File: src/verilog/dsc_map.svh
`ifndef DSC_MAP_SVH
`define DSC_MAP_SVH
// opcode field position in every fetched word
`define DSC_OPC_MSB 23
`define DSC_OPC_LSB 16
// opcode values per class (values chosen for this core)
`define DSC_OP_NOP 8'h00
`define DSC_OP_TWO_A 8'h02
`define DSC_OP_TWO_B 8'h04
`define DSC_OP_TWO_C 8'h08
`define DSC_RELATIVE_JUMP_OP 8'h37
`define DSC_OP_IND_JUMP 8'h01
`define DSC_OP_TBL_RD 8'hBA
`define DSC_OP_TBL_WR 8'hBB
`define DSC_OP_SUB_EXIT 8'h06
`define DSC_INTERRUPT_EXIT_OP 8'h07
`define DSC_OP_SKIP_A 8'hA6
`define DSC_OP_SKIP_B 8'hA7
`define DSC_OP_MOVE_DBL 8'hBE
`define DSC_OP_MULT_ACC 8'hC0
`define DSC_OP_SQUARE 8'hC1
`define DSC_OP_DSP_ADD 8'hCB
`define DSC_OP_FILE 8'hB4
`define DSC_OP_BITOP 8'hA0
`define DSC_OP_ULIT 8'hB0
`define DSC_OP_SLIT 8'hB2
// operand field positions
`define DSC_F_MSB 12
`define DSC_DEST_SEL 13
`define DSC_BYTE_SEL 14
`define DSC_LIT_MSB 13
`define DSC_LIT_LSB 4
`define DSC_BIT_MSB 15
`define DSC_BIT_LSB 12
`define DSC_BASE_MSB 18
`define DSC_BASE_LSB 15
`define DSC_DST_MSB 10
`define DSC_DST_LSB 7
`define DSC_ACC_SEL 15
`define DSC_AWB_SEL 14
// pair code sits below the accumulator and write-back selects, clear of the opcode
`define DSC_PAIR_MSB 13
`define DSC_PAIR_LSB 11
`define DSC_FILE_OP_DEFAULT_REGISTER 4'h0
`define DSC_ACC_WRITEBACK_REG 4'hD
`define DSC_BYTE_LIT_MAX 10'h0FF
// register offsets and reset values
`define DSC_REG_CTRL 2'h0
`define DSC_REG_FLAGS 2'h1
`define DSC_REG_ERR 2'h2
`define DSC_REG_LAST 2'h3
`define DSC_CTRL_RST 1'b1
`endif

File: src/verilog/dsc_pkg.sv
`default_nettype none
package dsc_pkg;
   typedef enum logic [3:0] {
      CLS_NOP, CLS_PLAIN, CLS_TWO, CLS_LONG, CLS_SKIP, CLS_MOVD,
      CLS_MULT, CLS_SQR, CLS_DSP, CLS_FILE, CLS_BIT, CLS_ULIT, CLS_SLIT
   } dsc_cls_e;
   typedef enum logic [2:0] {
      ST_RUN, ST_SECOND, ST_STALL, ST_SKIP1, ST_SKIP2
   } dsc_st_e;
   typedef struct packed {
      dsc_st_e     st;
      logic [1:0]  cnt;
      logic        ready;
      logic        issue;
      logic        nop;
      logic        second;
      logic [7:0]  opcode;
      dsc_cls_e    cls;
      logic [12:0] faddr;
      logic        to_file_op_default_register;
      logic        byte_sel;
      logic        dword;
      logic [9:0]  ulit;
      logic [15:0] slit;
      logic [22:0] pal;
      logic [3:0]  bitpos;
      logic [3:0]  base;
      logic [3:0]  src2;
      logic [3:0]  dest;
      logic        acc_b;
      logic [3:0]  mul_a;
      logic [3:0]  mul_b;
      logic        awb_inc;
      logic [4:0]  upd_mcu;
      logic [3:0]  upd_dsp;
      logic [1:0]  cycles;
      logic        en;
      logic [4:0]  mcu;
      logic [3:0]  dsp;
      logic [3:0]  err;
      logic        ack;
      logic [31:0] rdat;
   } dsc_state_s;
endpackage
`default_nettype wire

File: src/verilog/dsc_idec.sv
// Contract
// - single word is 24 bits: 8-bit opcode then operand fields
// - only three opcodes take two words; all others take one
// - two-word form holds 48 bits; second word top byte is zero
// - a stray second word executes as no operation
// - two-word instructions take two instruction cycles
// - one cycle, two when condition true or program counter changes
// - jumps, calls, table access and returns take two or three cycles
// - taken skip costs two cycles, three over a two-word instruction
// - double-word moves take two cycles
// - file operand address spans 0 to 0x1FFF
// - file result goes to the file register or working register zero
// - 23-bit program address literal always has bit zero clear
// - unsigned 10-bit literal is 0..255 for bytes, 0..1023 for words
// - word size by default; suffix picks byte or double word
// - multiply class selects accumulator A or B plus operand fields
// - accumulator write-back goes to W13 or [W13] post-increment by 2
// - alu updates carry, digit carry, negative, excess; zero is sticky
// - dsp updates excess and clamp flags per accumulator
// - bit position field is 4 bits, positions 0 to 15
// - signed 10-bit literal is two's complement, -512 to 511
// - base source register is any of W0..W15, no modifier
// - square uses one register W4..W7; others a distinct pair there
`timescale 1ns/1ps
`default_nettype none
`include "dsc_map.svh"
module dsc_idec
   import dsc_pkg::*;
#(
   parameter int ADR_W = 8
) (
   // clock and reset
   input  wire logic        clk_i,
   input  wire logic        rst_i,
   // classic wishbone slave
   input  wire logic        cyc_i,
   input  wire logic        stb_i,
   input  wire logic        we_i,
   input  wire logic [ADR_W-1:0] adr_i,
   input  wire logic [3:0]  sel_i,
   input  wire logic [31:0] dat_i,
   output logic [31:0]      dat_o,
   output logic             ack_o,
   // fetch side
   input  wire logic        instr_valid_i,
   input  wire logic [23:0] instr_word_i,
   input  wire logic        cond_true_i,
   input  wire logic        pc_change_i,
   input  wire logic        third_cycle_i,
   output logic             ready_o,
   // datapath results
   input  wire logic        alu_done_i,
   input  wire logic [4:0]  alu_flags_i,
   input  wire logic        dsp_done_i,
   input  wire logic [1:0]  dsp_flags_i,
   // decoded instruction
   output logic             issue_o,
   output logic             nop_o,
   output logic             second_o,
   output logic [1:0]       exec_cycles_o,
   output logic [7:0]       opcode_o,
   output logic [12:0]      file_addr_o,
   output logic             to_default_reg_o,
   output logic             byte_op_o,
   output logic             dword_op_o,
   output logic [9:0]       ten_bit_unsigned_literal_o,
   output logic [15:0]      ten_bit_signed_literal_o,
   output logic [22:0]      program_address_literal_o,
   output logic [3:0]       bit_position_field_o,
   output logic [3:0]       base_source_reg_o,
   output logic [3:0]       second_source_operand_o,
   output logic [3:0]       result_destination_operand_o,
   output logic             acc_b_sel_o,
   output logic [3:0]       mul_reg_a_o,
   output logic [3:0]       mul_reg_b_o,
   output logic [3:0]       acc_writeback_target_o,
   output logic             acc_writeback_postinc_o,
   output logic [4:0]       upd_mcu_flags_o,
   output logic [3:0]       upd_dsp_flags_o
);
   // the unmapped-address test needs at least one bit above the word index
   if (ADR_W < 5) begin : g_chk
      $error("ADR_W must be at least 5");
   end

   dsc_state_s s, n;

   function automatic dsc_cls_e dsc_class(input logic [7:0] op);
      case (op)
         `DSC_OP_NOP:            return CLS_NOP;
         `DSC_OP_TWO_A,
         `DSC_OP_TWO_B,
         `DSC_OP_TWO_C:          return CLS_TWO;
         `DSC_RELATIVE_JUMP_OP,
         `DSC_OP_IND_JUMP,
         `DSC_OP_TBL_RD,
         `DSC_OP_TBL_WR,
         `DSC_OP_SUB_EXIT,
         `DSC_INTERRUPT_EXIT_OP: return CLS_LONG;
         `DSC_OP_SKIP_A,
         `DSC_OP_SKIP_B:         return CLS_SKIP;
         `DSC_OP_MOVE_DBL:       return CLS_MOVD;
         `DSC_OP_MULT_ACC:       return CLS_MULT;
         `DSC_OP_SQUARE:         return CLS_SQR;
         `DSC_OP_DSP_ADD:        return CLS_DSP;
         `DSC_OP_FILE:           return CLS_FILE;
         `DSC_OP_BITOP:          return CLS_BIT;
         `DSC_OP_ULIT:           return CLS_ULIT;
         `DSC_OP_SLIT:           return CLS_SLIT;
         default:                return CLS_PLAIN;
      endcase
   endfunction

   function automatic logic [31:0] lane_mask(input logic [3:0] sel);
      logic [31:0] m;
      m = 32'h0000_0000;
      for (int i = 0; i < 4; i++) begin
         m[i*8 +: 8] = {8{sel[i]}};
      end
      return m;
   endfunction

   logic        acc;
   logic [23:0] w;
   dsc_cls_e    c;
   logic        hit;
   logic        mapped;
   logic [31:0] m;
   logic [31:0] nv;

   always_comb begin
      n = s;
      n.issue = 1'b0;
      n.nop = 1'b0;
      n.second = 1'b0;
      acc = instr_valid_i & s.ready;
      w = instr_word_i;
      c = dsc_class(w[`DSC_OPC_MSB:`DSC_OPC_LSB]);
      hit = cyc_i & stb_i & ~s.ack;
      mapped = (adr_i[ADR_W-1:4] == '0);
      m = lane_mask(sel_i);
      nv = 32'h0000_0000;

      // register bus: ack one cycle after the strobe, dropped next
      n.ack = hit;
      if (hit & ~we_i) begin
         n.rdat = 32'h0000_0000;
         if (mapped) begin
            case (adr_i[3:2])
               `DSC_REG_CTRL:  n.rdat = {31'h0, s.en};
               `DSC_REG_FLAGS: n.rdat = {20'h0, s.dsp, 3'h0, s.mcu};
               `DSC_REG_ERR:   n.rdat = {28'h0, s.err};
               `DSC_REG_LAST:  n.rdat = {22'h0, s.cycles, s.opcode};
               default:        n.rdat = 32'h0000_0000;
            endcase
         end
      end
      if (hit & we_i & mapped) begin
         case (adr_i[3:2])
            `DSC_REG_CTRL: begin
               nv = ({31'h0, s.en} & ~m) | (dat_i & m);
               n.en = nv[0];
            end
            `DSC_REG_FLAGS: begin
               nv = ({20'h0, s.dsp, 3'h0, s.mcu} & ~m) | (dat_i & m);
               n.mcu = nv[4:0];
               n.dsp = nv[11:8];
            end
            // write one to clear; a hardware set below still wins
            `DSC_REG_ERR: n.err = s.err & ~(dat_i[3:0] & m[3:0]);
            default: ;
         endcase
      end

      // status flags; alu results only ever clear zero, so a multi-word chain keeps it
      if (alu_done_i) begin
         for (int i = 1; i < 5; i++) begin
            if (s.upd_mcu[i]) n.mcu[i] = alu_flags_i[i];
         end
         if (s.upd_mcu[0]) n.mcu[0] = n.mcu[0] & alu_flags_i[0];
      end
      if (dsp_done_i) begin
         n.dsp = (n.dsp & ~s.upd_dsp) |
                 ({{2{dsp_flags_i[1]}}, {2{dsp_flags_i[0]}}} & s.upd_dsp);
      end

      case (s.st)
         ST_RUN: begin
            if (acc) begin
               n.opcode = w[`DSC_OPC_MSB:`DSC_OPC_LSB];
               n.cls = c;
               n.faddr = w[`DSC_F_MSB:0];
               n.to_file_op_default_register = (c == CLS_FILE) & w[`DSC_DEST_SEL];
               n.dword = (c == CLS_MOVD);
               n.byte_sel = ~n.dword & w[`DSC_BYTE_SEL];
               n.ulit = w[`DSC_LIT_MSB:`DSC_LIT_LSB];
               n.slit = {{6{w[`DSC_LIT_MSB]}}, w[`DSC_LIT_MSB:`DSC_LIT_LSB]};
               n.bitpos = w[`DSC_BIT_MSB:`DSC_BIT_LSB];
               n.base = w[`DSC_BASE_MSB:`DSC_BASE_LSB];
               n.src2 = w[3:0];
               n.dest = n.to_file_op_default_register ? `DSC_FILE_OP_DEFAULT_REGISTER
                                  : w[`DSC_DST_MSB:`DSC_DST_LSB];
               n.acc_b = w[`DSC_ACC_SEL];
               n.awb_inc = w[`DSC_AWB_SEL];
               n.pal = {7'h00, w[15:1], 1'b0};
               if (c == CLS_TWO && w[0]) n.err[3] = 1'b1;
               if (c == CLS_ULIT && n.byte_sel && n.ulit > `DSC_BYTE_LIT_MAX) begin
                  n.err[1] = 1'b1;
               end
               // operand pair: square repeats one register, others distinct
               n.mul_a = 4'h4;
               n.mul_b = 4'h5;
               if (c == CLS_SQR) begin
                  n.mul_a = {2'b01, w[`DSC_PAIR_LSB+1:`DSC_PAIR_LSB]};
                  n.mul_b = n.mul_a;
               end else if (c == CLS_MULT) begin
                  case (w[`DSC_PAIR_MSB:`DSC_PAIR_LSB])
                     3'h0: begin n.mul_a = 4'h4; n.mul_b = 4'h5; end
                     3'h1: begin n.mul_a = 4'h4; n.mul_b = 4'h6; end
                     3'h2: begin n.mul_a = 4'h4; n.mul_b = 4'h7; end
                     3'h3: begin n.mul_a = 4'h5; n.mul_b = 4'h6; end
                     3'h4: begin n.mul_a = 4'h5; n.mul_b = 4'h7; end
                     3'h5: begin n.mul_a = 4'h6; n.mul_b = 4'h7; end
                     default: n.err[2] = 1'b1;
                  endcase
               end
               n.upd_mcu = (c == CLS_FILE || c == CLS_ULIT ||
                            c == CLS_SLIT || c == CLS_PLAIN) ? 5'h1F : 5'h00;
               n.upd_dsp = (c == CLS_MULT || c == CLS_SQR || c == CLS_DSP)
                           ? (n.acc_b ? 4'hA : 4'h5) : 4'h0;
               n.issue = (c != CLS_NOP);
               n.nop = (c == CLS_NOP);
               n.cycles = 2'd1;
               case (c)
                  CLS_TWO: begin
                     n.st = ST_SECOND;
                     n.cycles = 2'd2;
                  end
                  CLS_LONG: begin
                     n.st = ST_STALL;
                     n.cnt = third_cycle_i ? 2'd2 : 2'd1;
                     n.cycles = third_cycle_i ? 2'd3 : 2'd2;
                  end
                  CLS_MOVD: begin
                     n.st = ST_STALL;
                     n.cnt = 2'd1;
                     n.cycles = 2'd2;
                  end
                  CLS_SKIP: begin
                     if (cond_true_i) n.st = ST_SKIP1;
                  end
                  CLS_NOP: ;
                  default: begin
                     if (cond_true_i | pc_change_i) begin
                        n.st = ST_STALL;
                        n.cnt = 2'd1;
                        n.cycles = 2'd2;
                     end
                  end
               endcase
            end
         end
         ST_SECOND: begin
            if (acc) begin
               n.second = 1'b1;
               n.pal[22:16] = w[6:0];
               if (w[`DSC_OPC_MSB:`DSC_OPC_LSB] != `DSC_OP_NOP) n.err[0] = 1'b1;
               n.st = ST_RUN;
            end
         end
         ST_STALL: begin
            n.nop = 1'b1;
            n.cnt = s.cnt - 2'd1;
            if (s.cnt == 2'd1) n.st = ST_RUN;
         end
         ST_SKIP1: begin
            if (acc) begin
               n.nop = 1'b1;
               n.st = (c == CLS_TWO) ? ST_SKIP2 : ST_RUN;
            end
         end
         ST_SKIP2: begin
            if (acc) begin
               n.nop = 1'b1;
               n.st = ST_RUN;
            end
         end
         default: n.st = ST_RUN;
      endcase
      // fetch is held off only while stall bubbles run or software disables
      n.ready = n.en & (n.st != ST_STALL);
   end

   always_ff @(posedge clk_i) begin
      if (rst_i) begin
         s <= '0;
         s.en <= `DSC_CTRL_RST;
         s.ready <= `DSC_CTRL_RST;
      end else begin
         s <= n;
      end
   end

   assign dat_o = s.rdat;
   assign ack_o = s.ack;
   assign ready_o = s.ready;
   assign issue_o = s.issue;
   assign nop_o = s.nop;
   assign second_o = s.second;
   assign exec_cycles_o = s.cycles;
   assign opcode_o = s.opcode;
   assign file_addr_o = s.faddr;
   assign to_default_reg_o = s.to_file_op_default_register;
   assign byte_op_o = s.byte_sel;
   assign dword_op_o = s.dword;
   assign ten_bit_unsigned_literal_o = s.ulit;
   assign ten_bit_signed_literal_o = s.slit;
   assign program_address_literal_o = s.pal;
   assign bit_position_field_o = s.bitpos;
   assign base_source_reg_o = s.base;
   assign second_source_operand_o = s.src2;
   assign result_destination_operand_o = s.dest;
   assign acc_b_sel_o = s.acc_b;
   assign mul_reg_a_o = s.mul_a;
   assign mul_reg_b_o = s.mul_b;
   assign acc_writeback_target_o = `DSC_ACC_WRITEBACK_REG;
   assign acc_writeback_postinc_o = s.awb_inc;
   assign upd_mcu_flags_o = s.upd_mcu;
   assign upd_dsp_flags_o = s.upd_dsp;
endmodule
`default_nettype wire

File: config.mk
export PLATFORM = sky130hd
export DESIGN_NAME = dsc_idec
export DESIGN_NICKNAME = d
export VERILOG_FILES = /design/src/verilog/dsc_pkg.sv /design/src/verilog/dsc_idec.sv
export VERILOG_INCLUDE_DIRS = /design/src /design/src/verilog
export SDC_FILE = /design/constraint.sdc
export NUM_CORES = 1
export LEC_CHECK = 0
export BUFFER_PORTS_ARGS = -buffer_cell sky130_fd_sc_hd__buf_2
export CAP_MARGIN = 5
export CORE_UTILIZATION = 51
export DETAILED_ROUTE_END_ITERATION = 16
export PLACE_DENSITY = 0.86
export REMOVE_ABC_BUFFERS = 1
export SYNTH_ARGS = -nofsm -noshare
export SYNTH_HDL_FRONTEND = slang
export SYNTH_SLANG_ARGS = --single-unit
export TNS_END_PERCENT = 20
File: constraint.sdc
create_clock -name clk_i -period 3.8 [get_ports clk_i]
set_input_delay 0.76 -clock clk_i [delete_from_list [all_inputs] [get_ports clk_i]]
set_output_delay 0.76 -clock clk_i [all_outputs]
set_load 0.01 [all_outputs]
==> results of run 1 <==
==> final cells by class <==
| cell class | instances | area share (%) |
|---|---|---|
| clock inverter | 6 | 0.764 |
| timing repair buffer | 187 | 18.1 |
| multi-input combinational | 364 | 42.7 |
| inverter | 7 | 0.502 |
| tap | 133 | 3.18 |
| sequential | 84 | 32.1 |
| clock buffer | 10 | 2.63 |
==> power groups by stage <==
stage          registers, mW  logic, mW  clock network, mW
2_1_floorplan           1.04      0.170                  0
3_3_place_gp           0.990      0.419                  0
3_5_place_dp           0.994      0.429                  0
4_1_cts                0.974      0.430              0.600
5_1_grt                0.982      0.474              0.634
6_report               0.974      0.431              0.584
==> stage by stage <==
stage,std cells,power (mW)
floorplan,455,1.21
global placement,775,1.41
detailed placement,775,1.42
CTS,791,2.00
global route,791,2.09
finish,791,1.99
==> synth_stat cells, types with 9 or more instances <==
library cell,number,area [sq um]
sky130_fd_sc_hd__o21ai_0,11,55.1
sky130_fd_sc_hd__a21oi_1,45,225
sky130_fd_sc_hd__a22o_1,9,78.8
sky130_fd_sc_hd__nand2_1,66,248
sky130_fd_sc_hd__nor2_1,51,191
sky130_fd_sc_hd__a22oi_1,10,75.1
sky130_fd_sc_hd__clkbuf_1,19,71.3
sky130_fd_sc_hd__nor3_1,10,50.1
sky130_fd_sc_hd__a211oi_1,9,67.6
sky130_fd_sc_hd__mux2i_1,11,110
sky130_fd_sc_hd__buf_4,141,1060
sky130_fd_sc_hd__dfxtp_1,84,1680
==> cell families after synthesis <==
group                    after synthesis  synth area share (%)
multiplexers                          15                  3.26
flip-flops                            84                  32.9
XOR/XNOR                               1                 0.171
AND/OR/NAND/NOR                      192                  19.3
adder cells (fa/ha/maj)                2                 0.441
buffers and inverters                181                  25.2
other                                  2                 0.147
AO/OA/AOI/OAI                        127                  18.5
==> registers in the layout, summed over array words and instances (netlist names), 2 cells and up <==
| name | cells |
|---|---|
| s | 19 |
| dat_o | 12 |
| file_addr_o | 12 |
| opcode_o | 8 |
| program_address_literal_o | 7 |
| result_destination_operand_o | 4 |
| mul_reg_b_o | 3 |
| bit_position_field_o | 2 |
| exec_cycles_o | 2 |
| mul_reg_a_o | 2 |
| upd_dsp_flags_o | 2 |
==> layer usage <==
metal | part of all wire, % | GRT usage [%]
met2 | 49 | 38.0
met1 | 43 | 27.6
met5 | 0 | 0
met4 | 0.88 | 6.59
met3 | 6.9 | 5.34
==> worst paths after layout <==
check / slack [ns] / end
worst min-delay path: 0.46 / mul_reg_a_o[0]
worst min register to register: 0.46 / mul_reg_a_o[0]
worst max-delay path: 1.51 / dat_o[7]
worst max register to register: 1.72 / dat_o[7]
==> critical path, delay by kind of cell <==
family	cells	cell delay (ns)
simple gates	4	1.60
buf+inv	1	0.13
compound gates	1	0.10
==> reports/qor.yml, run 1 <==
status:
  run_status: "complete, no violations"
sta:
  tightestPinTransition_ns: 0.628
  worst_clock_skew_ns: 0.00531
  finalWorstSetupSlack_ns: 1.51
  finalSetupViolations: 0
  worst_hold_slack_ns: 0.461
  hold_viol_final: 0
  period_share_pct: 60.3
  finalWorstPathRequiredPeriod_ns: 2.29
  grt_setup_unrepaired: "false"
  finalMaxSlewViolations: 0
  clock.fmax_mhz: 436
  maxSlewHeadroom_pct: 57.9
  setup_total_negative_slack_ns: 0
synth:
  asyncSetResetFlopFracSynth_pct: 0
  postSynthAreaPerCell_sq_um: 8.46
  yosysUniqueCellTypes: 82
  netlist_area_sq_mm: 0.00511
  synth_ff_type: "sky130_fd_sc_hd__dfxtp_1"
  synthCells: 604
  synth-seq-area-share_pct: 32.9
  post_synth_edffs: 0
  ys_seq_elements: 84
  yosys_warnings: 0
global_routing:
  grt_use_total_pct: 22.2
  grt_start_max_net_pins: 43
  wire_length_of_the_first_global_routing_pass_microns: 18100
  gr-total-overflow: 0
  via_count_of_the_first_global_routing_pass: 3775
  antenna_found_initial: 0
floorplanning:
  num_io_pins: 237
  initial_utilization_pct: 52.5
  chipWidth_microns: 102
  core-area_sq_mm: 0.00973
  rows: 36
  die-area_sq_mm: 0.0104
  die_y_microns: 102
min_path:
  hold_depth: 2
  hold_path_startpoint: "mul_reg_a_o[0]"
  min-delay-path-class: "register to register"
setup_path:
  cp_slowest_stage_delay_ns: 0.60
  worstRegToRegCells: 5
  timing.critical_path.slowest_stage_cell: "sky130_fd_sc_hd__nand4bb_1"
  critical_path_arrival_ns: 2.59
  r2r_start: "ack_o"
  worstSetupEndpointType: "register"
  cp_data_required_time_ns: 4.10
  worstPathCellList: "buf_2, nand4bb_1, nor2_1, and3_1, a22oi_1, nor2_1"
  timing.critical_path.from: "we_i"
  worstSetupStartpointType: "input port"
  critPathMostFrequentCell: "sky130_fd_sc_hd__nor2_1"
  setup.worst_path.class: "input port to register"
  timing.critical_path.fanout_max: 14
placement:
  io_buffers: 182
  place.detailed.hpwl_microns: 8690
  gp_routability_congestion: 0.901
  dp_worst_setup_slack_ns: 1.16
  postPlaceCellArea_sq_mm: 0.00506
clock_network:
  cts_hold_buffers: 0
  clock_sinks: 84
  root_buffer: "sky130_fd_sc_hd__clkbuf_8"
  cts_max_path_buffers: 2
  post-cts-setup-buffers: 0
  clk_transition_reported_paths_ns: 0.08
  post_cts_resized: 0
  tritoncts.num_buffers: 9
  cts_tree: "yes"
  clkLatencyLatePin_ns: 0.36
  htreeDepth: 3
routing:
  first_pass_iters: 4
  totalWireLength_microns: 11900
  vias_per_cell: 5.36
  drt_iter0_drc: 270
  ant_nets: 0
  overall_via_count_from_detail_route: 4243
  route.detailed.wl_per_inst_microns: 15.0
  drcViolationCount: 0
power_and_ir_drop:
  power_density_mw_per_mm2: 380
  comb_power_share_pct: 21.7
  p_int_mw: 1.35
  switching_share_pct: 32.4
  ir_drop_worst_case_vdd_mv: 0.186
  leakagePower_nw: 2.38
  fraction_of_power_consumed_by_the_clock_network_pct: 29.4
  power.share.sequential_pct: 48.9
  power.switching_uw: 644
final_layout:
  antenna-diode-count: 0
  fillCellCount: 928
  layout.cells.most_common_list: "sky130_fd_sc_hd__buf_2, sky130_fd_sc_hd__dfxtp_1, sky130_fd_sc_hd__nand2_1, sky130_fd_sc_hd__nor2_1, sky130_fd_sc_hd__a21oi_1"
  mostFrequentLayoutCell: "sky130_fd_sc_hd__buf_2"
  post_route_cells_drive_above_1_share_pct: 36.5
  multi_input_comb_area_sq_mm: 0.00224
  layout_nets: 740
  final_core_util_pct: 53.8
  final_design_area_no_fill_sq_mm: 0.00524
  seq_area_sq_mm: 0.00168
  areaGrowthSynthToFinish_pct: 2.52
job:
  max_cap_violations: 0
(Power assumes the default switching activity.)
==> run 2: changes to the inputs <==
- CORE_UTILIZATION: 51 -> 48
- PLACE_DENSITY: 0.86 -> 0.82
- clock period: 3.8 -> 2.32 ns (I/O delays scaled with it)
==> reports/qor.yml, run 2 (same netlist as run 1, synthesis figures left out) <==
clock_network:
  clkLatencyLatePin_ns: 0.36  # about the same
  htreeDepth: 3  # unchanged
  clk_transition_reported_paths_ns: 0.10  # +0.02 ns
  root_buffer: "sky130_fd_sc_hd__clkbuf_8"
  post-cts-setup-buffers: 0  # unchanged
  cts_tree: "yes"
  tritoncts.num_buffers: 9  # unchanged
  cts_max_path_buffers: 2  # unchanged
  cts_hold_buffers: 0  # unchanged
  clock_sinks: 84  # unchanged
  post_cts_resized: 0  # unchanged
sta:
  worst_hold_slack_ns: 0.342  # -0.119 ns
  tightestPinTransition_ns: 0.624  # -0.00383 ns
  hold_viol_final: 0  # unchanged
  setup_total_negative_slack_ns: 0  # unchanged
  maxSlewHeadroom_pct: 58.0  # +0.11 points
  finalMaxSlewViolations: 0  # unchanged
  period_share_pct: 77.8
  grt_setup_unrepaired: "false"
  finalWorstPathRequiredPeriod_ns: 1.80
  finalSetupViolations: 0  # unchanged
  clock.fmax_mhz: 554
  worst_clock_skew_ns: 0.00837  # +0.00306 ns
placement:
  io_buffers: 182  # unchanged
  gp_routability_congestion: 0.875  # -2.9%
  place.detailed.hpwl_microns: 8930  # +2.7%
  place.detailed.instances: 795  # +2.6%
  postPlaceCellArea_sq_mm: 0.00519  # +2.6%
floorplanning:
  core-area_sq_mm: 0.0103  # +6.1%
  chipWidth_microns: 105  # +3.0%
  die-area_sq_mm: 0.0111  # +6.1%
  die_y_microns: 105  # +3.0%
  rows: 37  # +2.8%
  initial_utilization_pct: 49.5  # -3.0 points
  num_io_pins: 237  # unchanged
setup_path:
  critical_path_arrival_ns: 2.05  # -0.54 ns
  timing.critical_path.from: "instr_word_i[22]"
  timing.critical_path.fanout_max: 9  # -5
  worstPathCellList: "buf_2, or4_4, o32ai_2, nor3_1, a311oi_1, a211oi_2"
  worstSetupStartpointType: "input port"
  cp_data_required_time_ns: 2.57  # -1.53 ns
  cp_slowest_stage_delay_ns: 0.55  # -0.05 ns
  worstSetupEndpointType: "register"
  timing.critical_path.slowest_stage_cell: "sky130_fd_sc_hd__or4_4"
  setup.worst_path.class: "input port to register"
  r2r_start: "s[167]"
final_layout:
  instances_no_fill: 811  # +2.5%
  final_design_area_no_fill_sq_mm: 0.00537  # +2.6%
  number_of_flip_flops_in_the_largest_register: 19  # unchanged
  areaGrowthSynthToFinish_pct: 5.17
  max_flop_register: "s"
  mostFrequentLayoutCell: "sky130_fd_sc_hd__buf_2"
  post_route_cells_drive_above_1_share_pct: 38.1  # +1.6 points
  fillCellCount: 988  # +6.5%
  layout.cells.most_common_list: "sky130_fd_sc_hd__buf_2, sky130_fd_sc_hd__dfxtp_1, sky130_fd_sc_hd__nand2_1, sky130_fd_sc_hd__nor2_1, sky130_fd_sc_hd__a21oi_1"
  layout_nets: 757  # +2.3%
  antenna-diode-count: 0  # unchanged
routing:
  ant_nets: 0  # unchanged
  length_of_routed_wiring_on_met1_microns: 5220  # +1.5%
  overall_via_count_from_detail_route: 4296  # +1.2%
  drcViolationCount: 0  # unchanged
  route.detailed.wl_per_inst_microns: 14.7  # -2.2%
  vias_per_cell: 5.30  # -1.2%
  met2_wirelength_microns: 5780  # -0.38%
  totalWireLength_microns: 11900  # +0.32%
  first_pass_iters: 4  # unchanged
  top_layer: "met4"
  met3_wirelength_microns: 786  # -4.0%
  drt_iter0_drc: 330  # +22%
status:
  run_status: "complete, no violations"
min_path:
  min-delay-path-class: "input port to register"
  hold_path_startpoint: "instr_word_i[2]"
power_and_ir_drop:
  power_density_mw_per_mm2: 617  # +63%
  leakagePower_nw: 2.47  # +3.7%
  ir_drop_worst_case_vdd_mv: 0.306  # +64%
  totalPowerFinal_mw: 3.32  # +67%
global_routing:
  via_count_of_the_first_global_routing_pass: 4013  # +6.3%
  gr-total-overflow: 0  # unchanged
  antenna_found_initial: 0  # unchanged
  grt_start_max_net_pins: 43  # unchanged
  wire_length_of_the_first_global_routing_pass_microns: 19300  # +7.0%
  grt_use_total_pct: 21.8  # -0.45 points
job:
  max_cap_violations: 0  # unchanged
==> run 2: critical path: cells and delay by family <==
family,cells,cell delay (ns)
AND/OR/NAND/NOR,2,0.65
AO/OA/AOI/OAI,3,0.78
buffers and inverters,1,0.15
==> run 2: metal layers <==
metal  vias to the layer above  track usage [%]
met1                      2034             26.9
met4                         0             6.94
li1                       2070                -
met2                       182             37.9
met5                         -                0
met3                        10             4.18
==> run 2: final cells by class <==
cell class,instances,area (sq um),area share [%]
multi-input cells,364,2240,41.6
flip-flops and latches,84,1680,31.3
inverters,7,26.3,0.489
repair buffers,204,1080,20.0
well taps,136,170,3.17
clock inverters,7,57.6,1.07
clock buffers,9,124,2.31
==> run 2: power breakdown <==
part / total (mW) / internal [mW] / switching, mW
sequential: 1.60 / 1.52 / 0.0740
combinational: 0.726 / 0.285 / 0.441
clock: 0.995 / 0.402 / 0.592
total: 3.32 / 2.21 / 1.11
==> run 2: path summary, 6_finish.rpt <==
path,end,slack [ns],cells after the start
max,s[165],0.52,6
max reg2reg,upd_mcu_flags_o[3],0.53,4
min reg2reg,mul_reg_a_o[0],0.46,2
min,program_address_literal_o[18],0.34,2
==> run 2: metrics by stage <==
step | util [%] | worst slack, ns
global route | 52.0 | 0.346
CTS | 52.0 | 0.548
detailed placement | 50.3 | 0.161
finish | 52.0 | 0.515
global placement | 50.3 | 0.154
floorplan | - | -0.882
